--- src/tsr_pkg.sv ---
// Package for the temperature result readout: constants and carrier types
package tsr_pkg;
   localparam logic [3:0]  DEV_ADDR_FIXED   = 4'h9;
   localparam logic [7:0]  PTR_TEMP_RESULT  = 8'h00;
   localparam logic [15:0] TEMP_RESULT_RST  = 16'h0000;
   localparam logic [7:0]  PTR_RST          = 8'h00;
   localparam int          CFG_RES_HI       = 14;
   localparam int          CFG_RES_LO       = 13;
   localparam int          CFG_PWRDN_BIT    = 8;
   localparam logic [1:0]  RES_9            = 2'h0;
   localparam logic [1:0]  RES_10           = 2'h1;
   localparam logic [1:0]  RES_11           = 2'h2;
   localparam logic [1:0]  RES_12           = 2'h3;
   localparam int          RESULT_LSB_12    = 4;

   // Conversion strobe from the measurement engine
   typedef struct packed {
      logic        valid;
      logic [11:0] value;
   } tsr_sample_type;

   // Open-drain SDA drive pair
   typedef struct packed {
      logic out;
      logic oe_n;
   } tsr_sda_type;
endpackage : tsr_pkg

--- src/tsr_readout.sv ---
// Temperature result register served to a two-wire bus master
//
// Behaviour
// - Latest conversion kept in 16-bit read-only two's complement register.
// - Result left-justified by resolution; unused low bits forced to zero.
// - Bit 15 carries the sign, one meaning negative.
// - At 12 bits, bit 4 weighs 1/16 degree, bit 8 one degree.
// - Reads never disturb measurement or other operations.
// - New conversion loads only when no result read is in progress.
// - Read address 1001 plus straps plus R/W one is acknowledged.
// - Upper byte first; master ACK requests lower byte.
// - NACK after lower byte; device releases SDA.
// - ACK after lower byte restarts output with fresh upper byte.
// - NACK after upper byte skips lower byte and releases SDA.
// - Result clears to zero at reset; wait a conversion time.
// - Power-down configuration still gets one conversion after power-up.
// - Writes to the result register are NACKed on every data byte.
// - Selector resets to the result register index.
// - Selector stays put across reads until rewritten.
// - Configuration bits 14:13 choose 9, 10, 11 or 12 bits.
// - Configuration bit 8 set means power-down, sensor disabled.
`timescale 1ns/1ps
`default_nettype none
module tsr_readout
   import tsr_pkg::*;
(
   input  wire logic                   clk,
   input  wire logic                   sys_rst,
   input  wire logic                   scl_in,
   input  wire logic                   sda_in,
   output var  tsr_pkg::tsr_sda_type   sda_drive,
   input  wire logic [2:0]             strap_address_pins,
   input  wire logic [15:0]            config_word,
   input  wire tsr_pkg::tsr_sample_type sample_in,
   output logic                        conv_request,
   output logic [15:0]                 temperature_result,
   output logic [7:0]                  selector
);
   import tsr_pkg::*;

   // ---------------------------------------------------------------
   // Resolution mask
   // ---------------------------------------------------------------
   function automatic logic [15:0] res_mask(input logic [1:0] sel);
      logic [15:0] m;
      m = 16'hfff0;
      case (sel)
         RES_9:   m = 16'hff80;
         RES_10:  m = 16'hffc0;
         RES_11:  m = 16'hffe0;
         default: m = 16'hfff0;
      endcase
      return m;
   endfunction : res_mask

   // ---------------------------------------------------------------
   // Bus pin edge detection
   // ---------------------------------------------------------------
   logic scl_d_ff, sda_d_ff;
   logic nxt_scl_d, nxt_sda_d;
   logic scl_rise, scl_fall, start_cond, stop_cond;

   always_comb begin
      nxt_scl_d = scl_in;
      nxt_sda_d = sda_in;
   end

   always_ff @(posedge clk) begin
      if (sys_rst) begin
         scl_d_ff <= 1'b1;
         sda_d_ff <= 1'b1;
      end else begin
         scl_d_ff <= nxt_scl_d;
         sda_d_ff <= nxt_sda_d;
      end
   end

   assign scl_rise   = scl_in & ~scl_d_ff;
   assign scl_fall   = ~scl_in & scl_d_ff;
   assign start_cond = scl_in & scl_d_ff & sda_d_ff & ~sda_in;
   assign stop_cond  = scl_in & scl_d_ff & ~sda_d_ff & sda_in;

   // ---------------------------------------------------------------
   // Bus protocol machine
   // ---------------------------------------------------------------
   typedef enum logic [2:0] {
      ST_IDLE, ST_ADDR, ST_ADDR_ACK, ST_WR_BYTE, ST_WR_ACK,
      ST_RD_BYTE, ST_RD_ACK
   } tsr_state_type;

   tsr_state_type state_ff, nxt_state;
   logic [2:0]  bit_cnt_ff, nxt_bit_cnt;
   logic [7:0]  shift_ff, nxt_shift;
   logic        sda_out_ff, nxt_sda_out;
   logic        lower_ff, nxt_lower;
   logic        first_wr_ff, nxt_first_wr;
   logic        ack_ok_ff, nxt_ack_ok;
   logic [15:0] shadow_ff, nxt_shadow;
   logic [7:0]  selector_ff, nxt_selector;
   logic        reading;
   // Set by the first address bit; hides the clock fall ending a start
   logic        armed_ff, nxt_armed;

   assign reading = (state_ff == ST_RD_BYTE) || (state_ff == ST_RD_ACK);

   always_comb begin
      nxt_state    = state_ff;
      nxt_bit_cnt  = bit_cnt_ff;
      nxt_shift    = shift_ff;
      nxt_sda_out  = sda_out_ff;
      nxt_lower    = lower_ff;
      nxt_first_wr = first_wr_ff;
      nxt_ack_ok   = ack_ok_ff;
      nxt_shadow   = shadow_ff;
      nxt_selector = selector_ff;
      nxt_armed    = armed_ff;
      if (stop_cond) begin
         nxt_state   = ST_IDLE;
         nxt_sda_out = 1'b1;
      end else if (start_cond) begin
         nxt_state   = ST_ADDR;
         nxt_armed   = 1'b0;
         nxt_bit_cnt = 3'h0;
         nxt_sda_out = 1'b1;
      end else begin
         case (state_ff)
            ST_IDLE: nxt_sda_out = 1'b1;
            ST_ADDR: begin
               if (scl_rise) begin
                  nxt_shift   = {shift_ff[6:0], sda_in};
                  nxt_bit_cnt = bit_cnt_ff + 3'h1;
                  nxt_armed   = 1'b1;
               end else if (scl_fall && bit_cnt_ff == 3'h0 && armed_ff) begin
                  if (shift_ff[7:1] == {DEV_ADDR_FIXED, strap_address_pins})
                  begin
                     nxt_sda_out = 1'b0;
                     nxt_state   = ST_ADDR_ACK;
                  end else begin
                     nxt_state = ST_IDLE;
                  end
               end
            end
            ST_ADDR_ACK: begin
               if (scl_fall) begin
                  if (shift_ff[0]) begin
                     nxt_shadow = (selector_ff == PTR_TEMP_RESULT) ?
                                  temperature_result : 16'h0000;
                     nxt_shift   = nxt_shadow[15:8];
                     nxt_sda_out = nxt_shadow[15];
                     nxt_lower   = 1'b0;
                     nxt_state   = ST_RD_BYTE;
                  end else begin
                     nxt_sda_out  = 1'b1;
                     nxt_first_wr = 1'b1;
                     nxt_state    = ST_WR_BYTE;
                  end
                  nxt_bit_cnt = 3'h0;
               end
            end
            ST_WR_BYTE: begin
               if (scl_rise) begin
                  nxt_shift   = {shift_ff[6:0], sda_in};
                  nxt_bit_cnt = bit_cnt_ff + 3'h1;
               end else if (scl_fall && bit_cnt_ff == 3'h0) begin
                  nxt_ack_ok = 1'b0;
                  if (first_wr_ff) begin
                     nxt_selector = shift_ff;
                     nxt_ack_ok   = 1'b1;
                  end else if (selector_ff != PTR_TEMP_RESULT) begin
                     nxt_ack_ok = 1'b1;
                  end
                  nxt_sda_out  = ~nxt_ack_ok;
                  nxt_first_wr = 1'b0;
                  nxt_state    = ST_WR_ACK;
               end
            end
            ST_WR_ACK: begin
               if (scl_fall) begin
                  nxt_sda_out = 1'b1;
                  nxt_state   = ST_WR_BYTE;
               end
            end
            ST_RD_BYTE: begin
               if (scl_fall) begin
                  nxt_bit_cnt = bit_cnt_ff + 3'h1;
                  if (bit_cnt_ff == 3'h7) begin
                     nxt_sda_out = 1'b1;
                     nxt_state   = ST_RD_ACK;
                  end else begin
                     nxt_shift   = {shift_ff[6:0], 1'b0};
                     nxt_sda_out = shift_ff[6];
                  end
               end
            end
            ST_RD_ACK: begin
               if (scl_rise) begin
                  nxt_ack_ok = ~sda_in;
               end else if (scl_fall) begin
                  nxt_bit_cnt = 3'h0;
                  if (!ack_ok_ff) begin
                     nxt_sda_out = 1'b1;
                     nxt_state   = ST_IDLE;
                  end else if (!lower_ff) begin
                     nxt_shift   = shadow_ff[7:0];
                     nxt_sda_out = shadow_ff[7];
                     nxt_lower   = 1'b1;
                     nxt_state   = ST_RD_BYTE;
                  end else begin
                     nxt_shadow  = (selector_ff == PTR_TEMP_RESULT) ?
                                   temperature_result : 16'h0000;
                     nxt_shift   = nxt_shadow[15:8];
                     nxt_sda_out = nxt_shadow[15];
                     nxt_lower   = 1'b0;
                     nxt_state   = ST_RD_BYTE;
                  end
               end
            end
            default: begin
               nxt_state   = ST_IDLE;
               nxt_sda_out = 1'b1;
            end
         endcase
      end
   end

   always_ff @(posedge clk) begin
      if (sys_rst) begin
         state_ff    <= ST_IDLE;
         bit_cnt_ff  <= 3'h0;
         shift_ff    <= 8'h00;
         sda_out_ff  <= 1'b1;
         lower_ff    <= 1'b0;
         first_wr_ff <= 1'b0;
         ack_ok_ff   <= 1'b0;
         shadow_ff   <= TEMP_RESULT_RST;
         selector_ff <= PTR_RST;
         armed_ff    <= 1'b0;
      end else begin
         state_ff    <= nxt_state;
         bit_cnt_ff  <= nxt_bit_cnt;
         shift_ff    <= nxt_shift;
         sda_out_ff  <= nxt_sda_out;
         lower_ff    <= nxt_lower;
         first_wr_ff <= nxt_first_wr;
         ack_ok_ff   <= nxt_ack_ok;
         shadow_ff   <= nxt_shadow;
         selector_ff <= nxt_selector;
         armed_ff    <= nxt_armed;
      end
   end

   // ---------------------------------------------------------------
   // Result register and conversion request
   // ---------------------------------------------------------------
   logic [15:0] result_ff, nxt_result;
   logic        pend_ff, nxt_pend;
   logic [15:0] pend_val_ff, nxt_pend_val;
   logic        boot_ff, nxt_boot;
   logic [15:0] incoming;

   assign incoming = {sample_in.value, 4'h0} &
                     res_mask(config_word[CFG_RES_HI:CFG_RES_LO]);

   always_comb begin
      nxt_result   = result_ff;
      nxt_pend     = pend_ff;
      nxt_pend_val = pend_val_ff;
      nxt_boot     = 1'b0;
      if (sample_in.valid) begin
         nxt_pend     = 1'b1;
         nxt_pend_val = incoming;
      end
      if (!reading && (sample_in.valid || pend_ff)) begin
         nxt_result = sample_in.valid ? incoming : pend_val_ff;
         nxt_pend   = 1'b0;
      end
   end

   always_ff @(posedge clk) begin
      if (sys_rst) begin
         result_ff   <= TEMP_RESULT_RST;
         pend_ff     <= 1'b0;
         pend_val_ff <= TEMP_RESULT_RST;
         boot_ff     <= 1'b1;
      end else begin
         result_ff   <= nxt_result;
         pend_ff     <= nxt_pend;
         pend_val_ff <= nxt_pend_val;
         boot_ff     <= nxt_boot;
      end
   end

   logic conv_req_ff, nxt_conv_req;
   always_comb begin
      nxt_conv_req = ~config_word[CFG_PWRDN_BIT] | boot_ff;
   end

   always_ff @(posedge clk) begin
      if (sys_rst) begin
         conv_req_ff <= 1'b0;
      end else begin
         conv_req_ff <= nxt_conv_req;
      end
   end

   assign temperature_result = result_ff;
   assign selector           = selector_ff;
   assign conv_request       = conv_req_ff;
   assign sda_drive.out      = 1'b0;
   assign sda_drive.oe_n     = sda_out_ff;
endmodule : tsr_readout
`default_nettype wire

--- config.mk ---
export PLATFORM = sky130hd
export DESIGN_NAME = tsr_readout
export DESIGN_NICKNAME = d
export VERILOG_FILES = /design/src/tsr_pkg.sv /design/src/tsr_readout.sv
export SDC_FILE = /design/constraint.sdc
export NUM_CORES = 1
export LEC_CHECK = 0
export ABC_AREA = 0
export BUFFER_PORTS_ARGS = -buffer_cell sky130_fd_sc_hd__clkbuf_2
export CORE_ASPECT_RATIO = 1.75
export CORE_MARGIN = 8
export CORE_UTILIZATION = 50
export CTS_BUF_LIST = sky130_fd_sc_hd__clkbuf_4 sky130_fd_sc_hd__clkbuf_8 sky130_fd_sc_hd__clkbuf_16
export CTS_CLUSTER_DIAMETER = 60
export CTS_CLUSTER_SIZE = 28
export DETAILED_ROUTE_END_ITERATION = 7
export GPL_TIMING_DRIVEN = 0
export HOLD_SLACK_MARGIN = 0.05
export PLACE_DENSITY = 0.76
export SYNTH_ARGS = -nofsm -noshare
export SYNTH_HDL_FRONTEND = slang
export SYNTH_SLANG_ARGS = --single-unit
export TNS_END_PERCENT = 10
--- constraint.sdc ---
create_clock -name clk -period 2 [get_ports clk]
set_clock_uncertainty 0.05 [all_clocks]
set_input_delay 0.1 -clock clk [delete_from_list [all_inputs] [get_ports clk]]
set_output_delay 0.1 -clock clk [all_outputs]
set_load 0.05 [all_outputs]
==> summary.md <==
Of the post-synthesis cell area, the dominant cell type holds 41.6%. The number of enable flip-flop cells after synthesis is 0, and the multiplexer area fraction after synthesis is 7.29%. Compound-gate portion of the synthesized area: 19.7%. The count of different cell masters after synthesis was 63; the switching part of the total power was 27.2%. The run finished with clean final reports. Top-level port count: 63. The tools report the synthesized cell area as 0.00347 sq mm.

Among all flip-flop cells after synthesis, the most frequent one is sky130_fd_sc_hd__dfxtp_1. The run gives 0.00381 sq mm as the placement-stage cell area. In this run the horizontal extent of the chip is 79.0 um. The final max-slew violation count is 0, and the highest clock frequency the design can meet is 501 MHz. The leakage power figure came out at 1.73 nW. The starting utilization of the core area came out at 51.0%.

The net count of the mapped netlist is 431. The H-tree was split into 3 levels. The tools report the worst relative slew slack as 55.0%.

After synthesis, the share of flip-flops with an asynchronous set or reset is 0%. The required time of the critical path was 2190 ps. Setup repair after global routing could not meet its margin everywhere.

After synthesis, the largest family of logic cells by area is simple AND/OR/NAND/NOR gates. The logs give 195 for the violation count after the first detailed-route iteration and 44.2% for the sequential fraction of design power. The logs give 41.6% for the sequential area share after synthesis and 0.00996 sq mm for the die footprint.

The worst setup path is launched from a flop. The worst setup path is of the flop to flop kind. The initial antenna violation count was 0; the gate count after technology mapping was 392. For the number of hold-slack violations in the final timing report, the log shows 0.

At the placement stage, the worst setup path has a slack of -190 ps. For this design, the sink count on the clock tree is 72. The path class of the tightest hold or removal check is primary input to flop. The worst path meets setup with 4.16 ps of slack. Counting the fill cells in the layout gives 612. The switching power total came out at 0.928 mW. The net count of the finished layout is 507. Standard-cell row count: 40. Routability-driven placement finished with a final weighted congestion of 1.02. In this run, CTS created clock tree buffers numbering 9. TritonCTS built the clock tree. The largest total area in the synthesized netlist belongs to sky130_fd_sc_hd__dfxtp_1. The transition time at the pin with the least slew margin came out at 675 ps.

The worst setup path is captured at a flop. The tools report the via count of the first global-routing pass as 3268. In this run, the clock network consumes 43.4% of the power.

Summing the areas of all xor and xnor instances in the mapped netlist gives 1.01% of the synthesized area. The area fraction in and, or, nand and nor cells after synthesis is 24.1%, and the die height is 126 um. The setup violation total in the final timing report came out at 0. The filler-free cell count of the finished design came out at 557. Yosys attributes the largest share of cell area to sky130_fd_sc_hd__dfxtp_1, sky130_fd_sc_hd__mux2i_1, sky130_fd_sc_hd__nor2_1, sky130_fd_sc_hd__a21oi_1, sky130_fd_sc_hd__a211oi_1.

The worst-case vdd ir drop is 0.000708 V. Clock latency on the worst-skew pair, taken at its later pin, is 330 ps. For the worst setup path, the data arrival time is 2190 ps.

Summed over all failing endpoints, the final setup total negative slack is 0 ps. The run gives 2 as the maximum buffer depth of the clock tree. For this run, the total global-route usage over all layers was measured as 20.1%. In the routed design, unresolved DRC markers number 0. The tool flagged a number of max-cap violations equal to 0. The number of flip-flops and latches in the synthesized netlist came out at 72. Relative to the synthesized area, the layout overhead comes to 24.7%.

After detailed placement, the design holds a cell count of 523. The count of yosys warnings during synthesis came out at 0. After layout, the design draws a total of 3.42 mW. Dividing the final minimum period by the clock period gives 99.8%. Dividing the synthesized area by the synthesized cell count gives 8.85 sq um. The number of antenna diodes in the final layout is 0. The top fanout value on the critical path was 10; the maximum number of pins on one net before global-route repair was 14. The logs give 9980 um for the total wirelength of the detailed-routed design and 7390 um for the HPWL after detailed placement.

The adder-cell share of the synthesized area was 1.08%; the routed via count divided by cell count was 5.76. The remaining antenna violation count is 0, and the number of port buffers is 47. The final instance area is 0.00432 sq mm, and the per-cell routed wire length is 17.9 um.

For the number of iterations in the first detailed-routing pass, the log shows 5. Subtracting the final worst setup slack from the clock period gives 2000 ps. The part of the power in combinational logic came out at 12.4%. Global routing finished with a remaining overflow of 0. The power per cell area came out at 790 mW/mm^2. Detailed routing inserted a total of 3210 vias. The floorplan step defined a core boundary enclosing 0.00681 sq mm. Share of layout cells above drive strength 1: 24.1%. The cell sitting at the root of the clock tree is a sky130_fd_sc_hd__clkbuf_16. The first global-routing pass estimated 15900 um of wire.

Clock-pin slew was measured on the worst setup and hold paths at 60 ps. The internal power of the cells totals 2.49 mW.
## state kept, by name (all words and copies together), names as in the netlist
register,flops
first_wr_ff,1
shift_ff,8
sda_out_ff,1
armed_ff,1
pend_val_ff,16
shadow_ff,8
scl_d_ff,1
boot_ff,1
selector,8
ack_ok_ff,1
state_ff,3
bit_cnt_ff,3
pend_ff,1
lower_ff,1
sda_d_ff,1
temperature_result,16
conv_request,1
## synthesized netlist by cell type, drive strengths merged, types with 2 or more instances
cell,instances
and2,5
nor3b,9
nand2,12
a211oi,18
o21ai,11
nor2b,9
nand3b,5
nand4,2
o21a,2
mux2i,23
xnor2,4
clkbuf,11
a221oi,2
and3b,4
ha,3
nand2b,17
o2111ai,2
a311oi,8
a22oi,8
a21oi,28
and3,2
nor3,5
nand3,16
or4,3
inv,7
o22ai,2
nor2,57
dfxtp,72
a21o,3
or2,3
a31oi,2
o211ai,2
buf,18
mux2,2
## final timing paths
path | from | to | slack (ps) | cells past startpoint
setup / recovery | bit_cnt_ff[0]$_SDFFE_PP0P_ | shift_ff[1]$_SDFFE_PP0P_ | 4 | 9
hold / removal | sample_in[0] | pend_val_ff[4]$_SDFF_PP0_ | 50 | 3
setup reg to reg | bit_cnt_ff[0]$_SDFFE_PP0P_ | shift_ff[1]$_SDFFE_PP0P_ | 4 | 9
hold reg to reg | boot_ff$_DFF_P_ | conv_request$_SDFF_PP0_ | 380 | 2
## cell type report
type	count	area (sq um)	share of cell area, %
inverter	7	28.8	0.666
clock buffer	10	233	5.38
multi-input combinational	284	1910	44.1
timing repair buffer	65	405	9.37
sequential	72	1440	33.3
buffer	29	158	3.65
tap	84	105	2.43
clock inverter	6	45.0	1.04
## stage by stage
step	hold WS, ps	util [%]
global placement	237	56.0
finish	53.5	63.5
global route	86.5	63.5
detailed placement	242	56.0
CTS	55.0	62.9
floorplan	77.7	-
## kinds of logic (layout without fill, tap and decap cells)
family / count (synthesis) / in the layout
compound gates: 97 / 97
xor+xnor: 4 / 4
fa+ha+maj: 3 / 3
buf+inv: 36 / 117
flops: 72 / 72
mux: 25 / 25
other cells: 1 / 1
simple gates: 154 / 154
## placed cells by master (no fill, tap or decap), types with 3 or more instances in the layout
cell type | Yosys | layout
sky130_fd_sc_hd__a211oi_1 | 17 | 15
sky130_fd_sc_hd__a211oi_2 | 1 | 3
sky130_fd_sc_hd__a21oi_1 | 27 | 27
sky130_fd_sc_hd__a22oi_1 | 8 | 8
sky130_fd_sc_hd__a311oi_1 | 6 | 5
sky130_fd_sc_hd__a311oi_2 | 2 | 3
sky130_fd_sc_hd__and2_1 | 3 | 3
sky130_fd_sc_hd__and3b_1 | 4 | 4
sky130_fd_sc_hd__buf_2 | 8 | 8
sky130_fd_sc_hd__buf_4 | 7 | 10
sky130_fd_sc_hd__clkbuf_1 | 11 | 10
sky130_fd_sc_hd__clkbuf_16 | 0 | 9
sky130_fd_sc_hd__clkbuf_2 | 0 | 48
sky130_fd_sc_hd__clkinvlp_4 | 0 | 3
sky130_fd_sc_hd__dfxtp_1 | 72 | 72
sky130_fd_sc_hd__dlygate4sd3_1 | 0 | 14
sky130_fd_sc_hd__inv_1 | 6 | 6
sky130_fd_sc_hd__mux2i_1 | 23 | 22
sky130_fd_sc_hd__nand2_1 | 12 | 12
sky130_fd_sc_hd__nand2b_1 | 15 | 15
sky130_fd_sc_hd__nand3_1 | 16 | 16
sky130_fd_sc_hd__nand3b_1 | 5 | 5
sky130_fd_sc_hd__nor2_1 | 56 | 56
sky130_fd_sc_hd__nor2b_1 | 9 | 8
sky130_fd_sc_hd__nor3_1 | 5 | 3
sky130_fd_sc_hd__nor3b_1 | 9 | 9
sky130_fd_sc_hd__o21ai_0 | 8 | 8
sky130_fd_sc_hd__or2_2 | 3 | 3
sky130_fd_sc_hd__xnor2_1 | 4 | 4
## critical path: stages, from the launching register on
cell                       delay [ps]
sky130_fd_sc_hd__dfxtp_1          320
sky130_fd_sc_hd__ha_1             200
sky130_fd_sc_hd__ha_2             210
sky130_fd_sc_hd__nor3b_1          200
sky130_fd_sc_hd__o21ai_1          100
sky130_fd_sc_hd__a211oi_2         220
sky130_fd_sc_hd__buf_4            160
sky130_fd_sc_hd__buf_6            150
sky130_fd_sc_hd__nor2_1            60
sky130_fd_sc_hd__a311oi_2         240
## timing repair
action,4_1_cts,5_1_grt
hold buffers,14,0
setup buffers,2,2
endpoints found under the setup margin,18,15
pin swaps,2,6
resized for setup,8,7
endpoints found under the hold margin,13,0
## power groups by stage
| stage | Clock (mW) | Sequential (mW) | Combinational [mW] |
|---|---|---|---|
| floorplan | 0 | 1.59 | 0.217 |
| global placement | 0 | 1.54 | 0.380 |
| detailed placement | 0 | 1.54 | 0.385 |
| CTS | 1.50 | 1.51 | 0.415 |
| global route | 1.55 | 1.51 | 0.453 |
| finish | 1.48 | 1.51 | 0.422 |
## routing by layer
layer	share of wire, %	wire length, um	global-route usage [%]
met1	36	3560	18.9
met2	56	5570	36.7
met3	3.7	365	4.27
met4	4.9	488	14.1
met5	0	0	0
No activity file was read; power rests on OpenSTA's default activity.
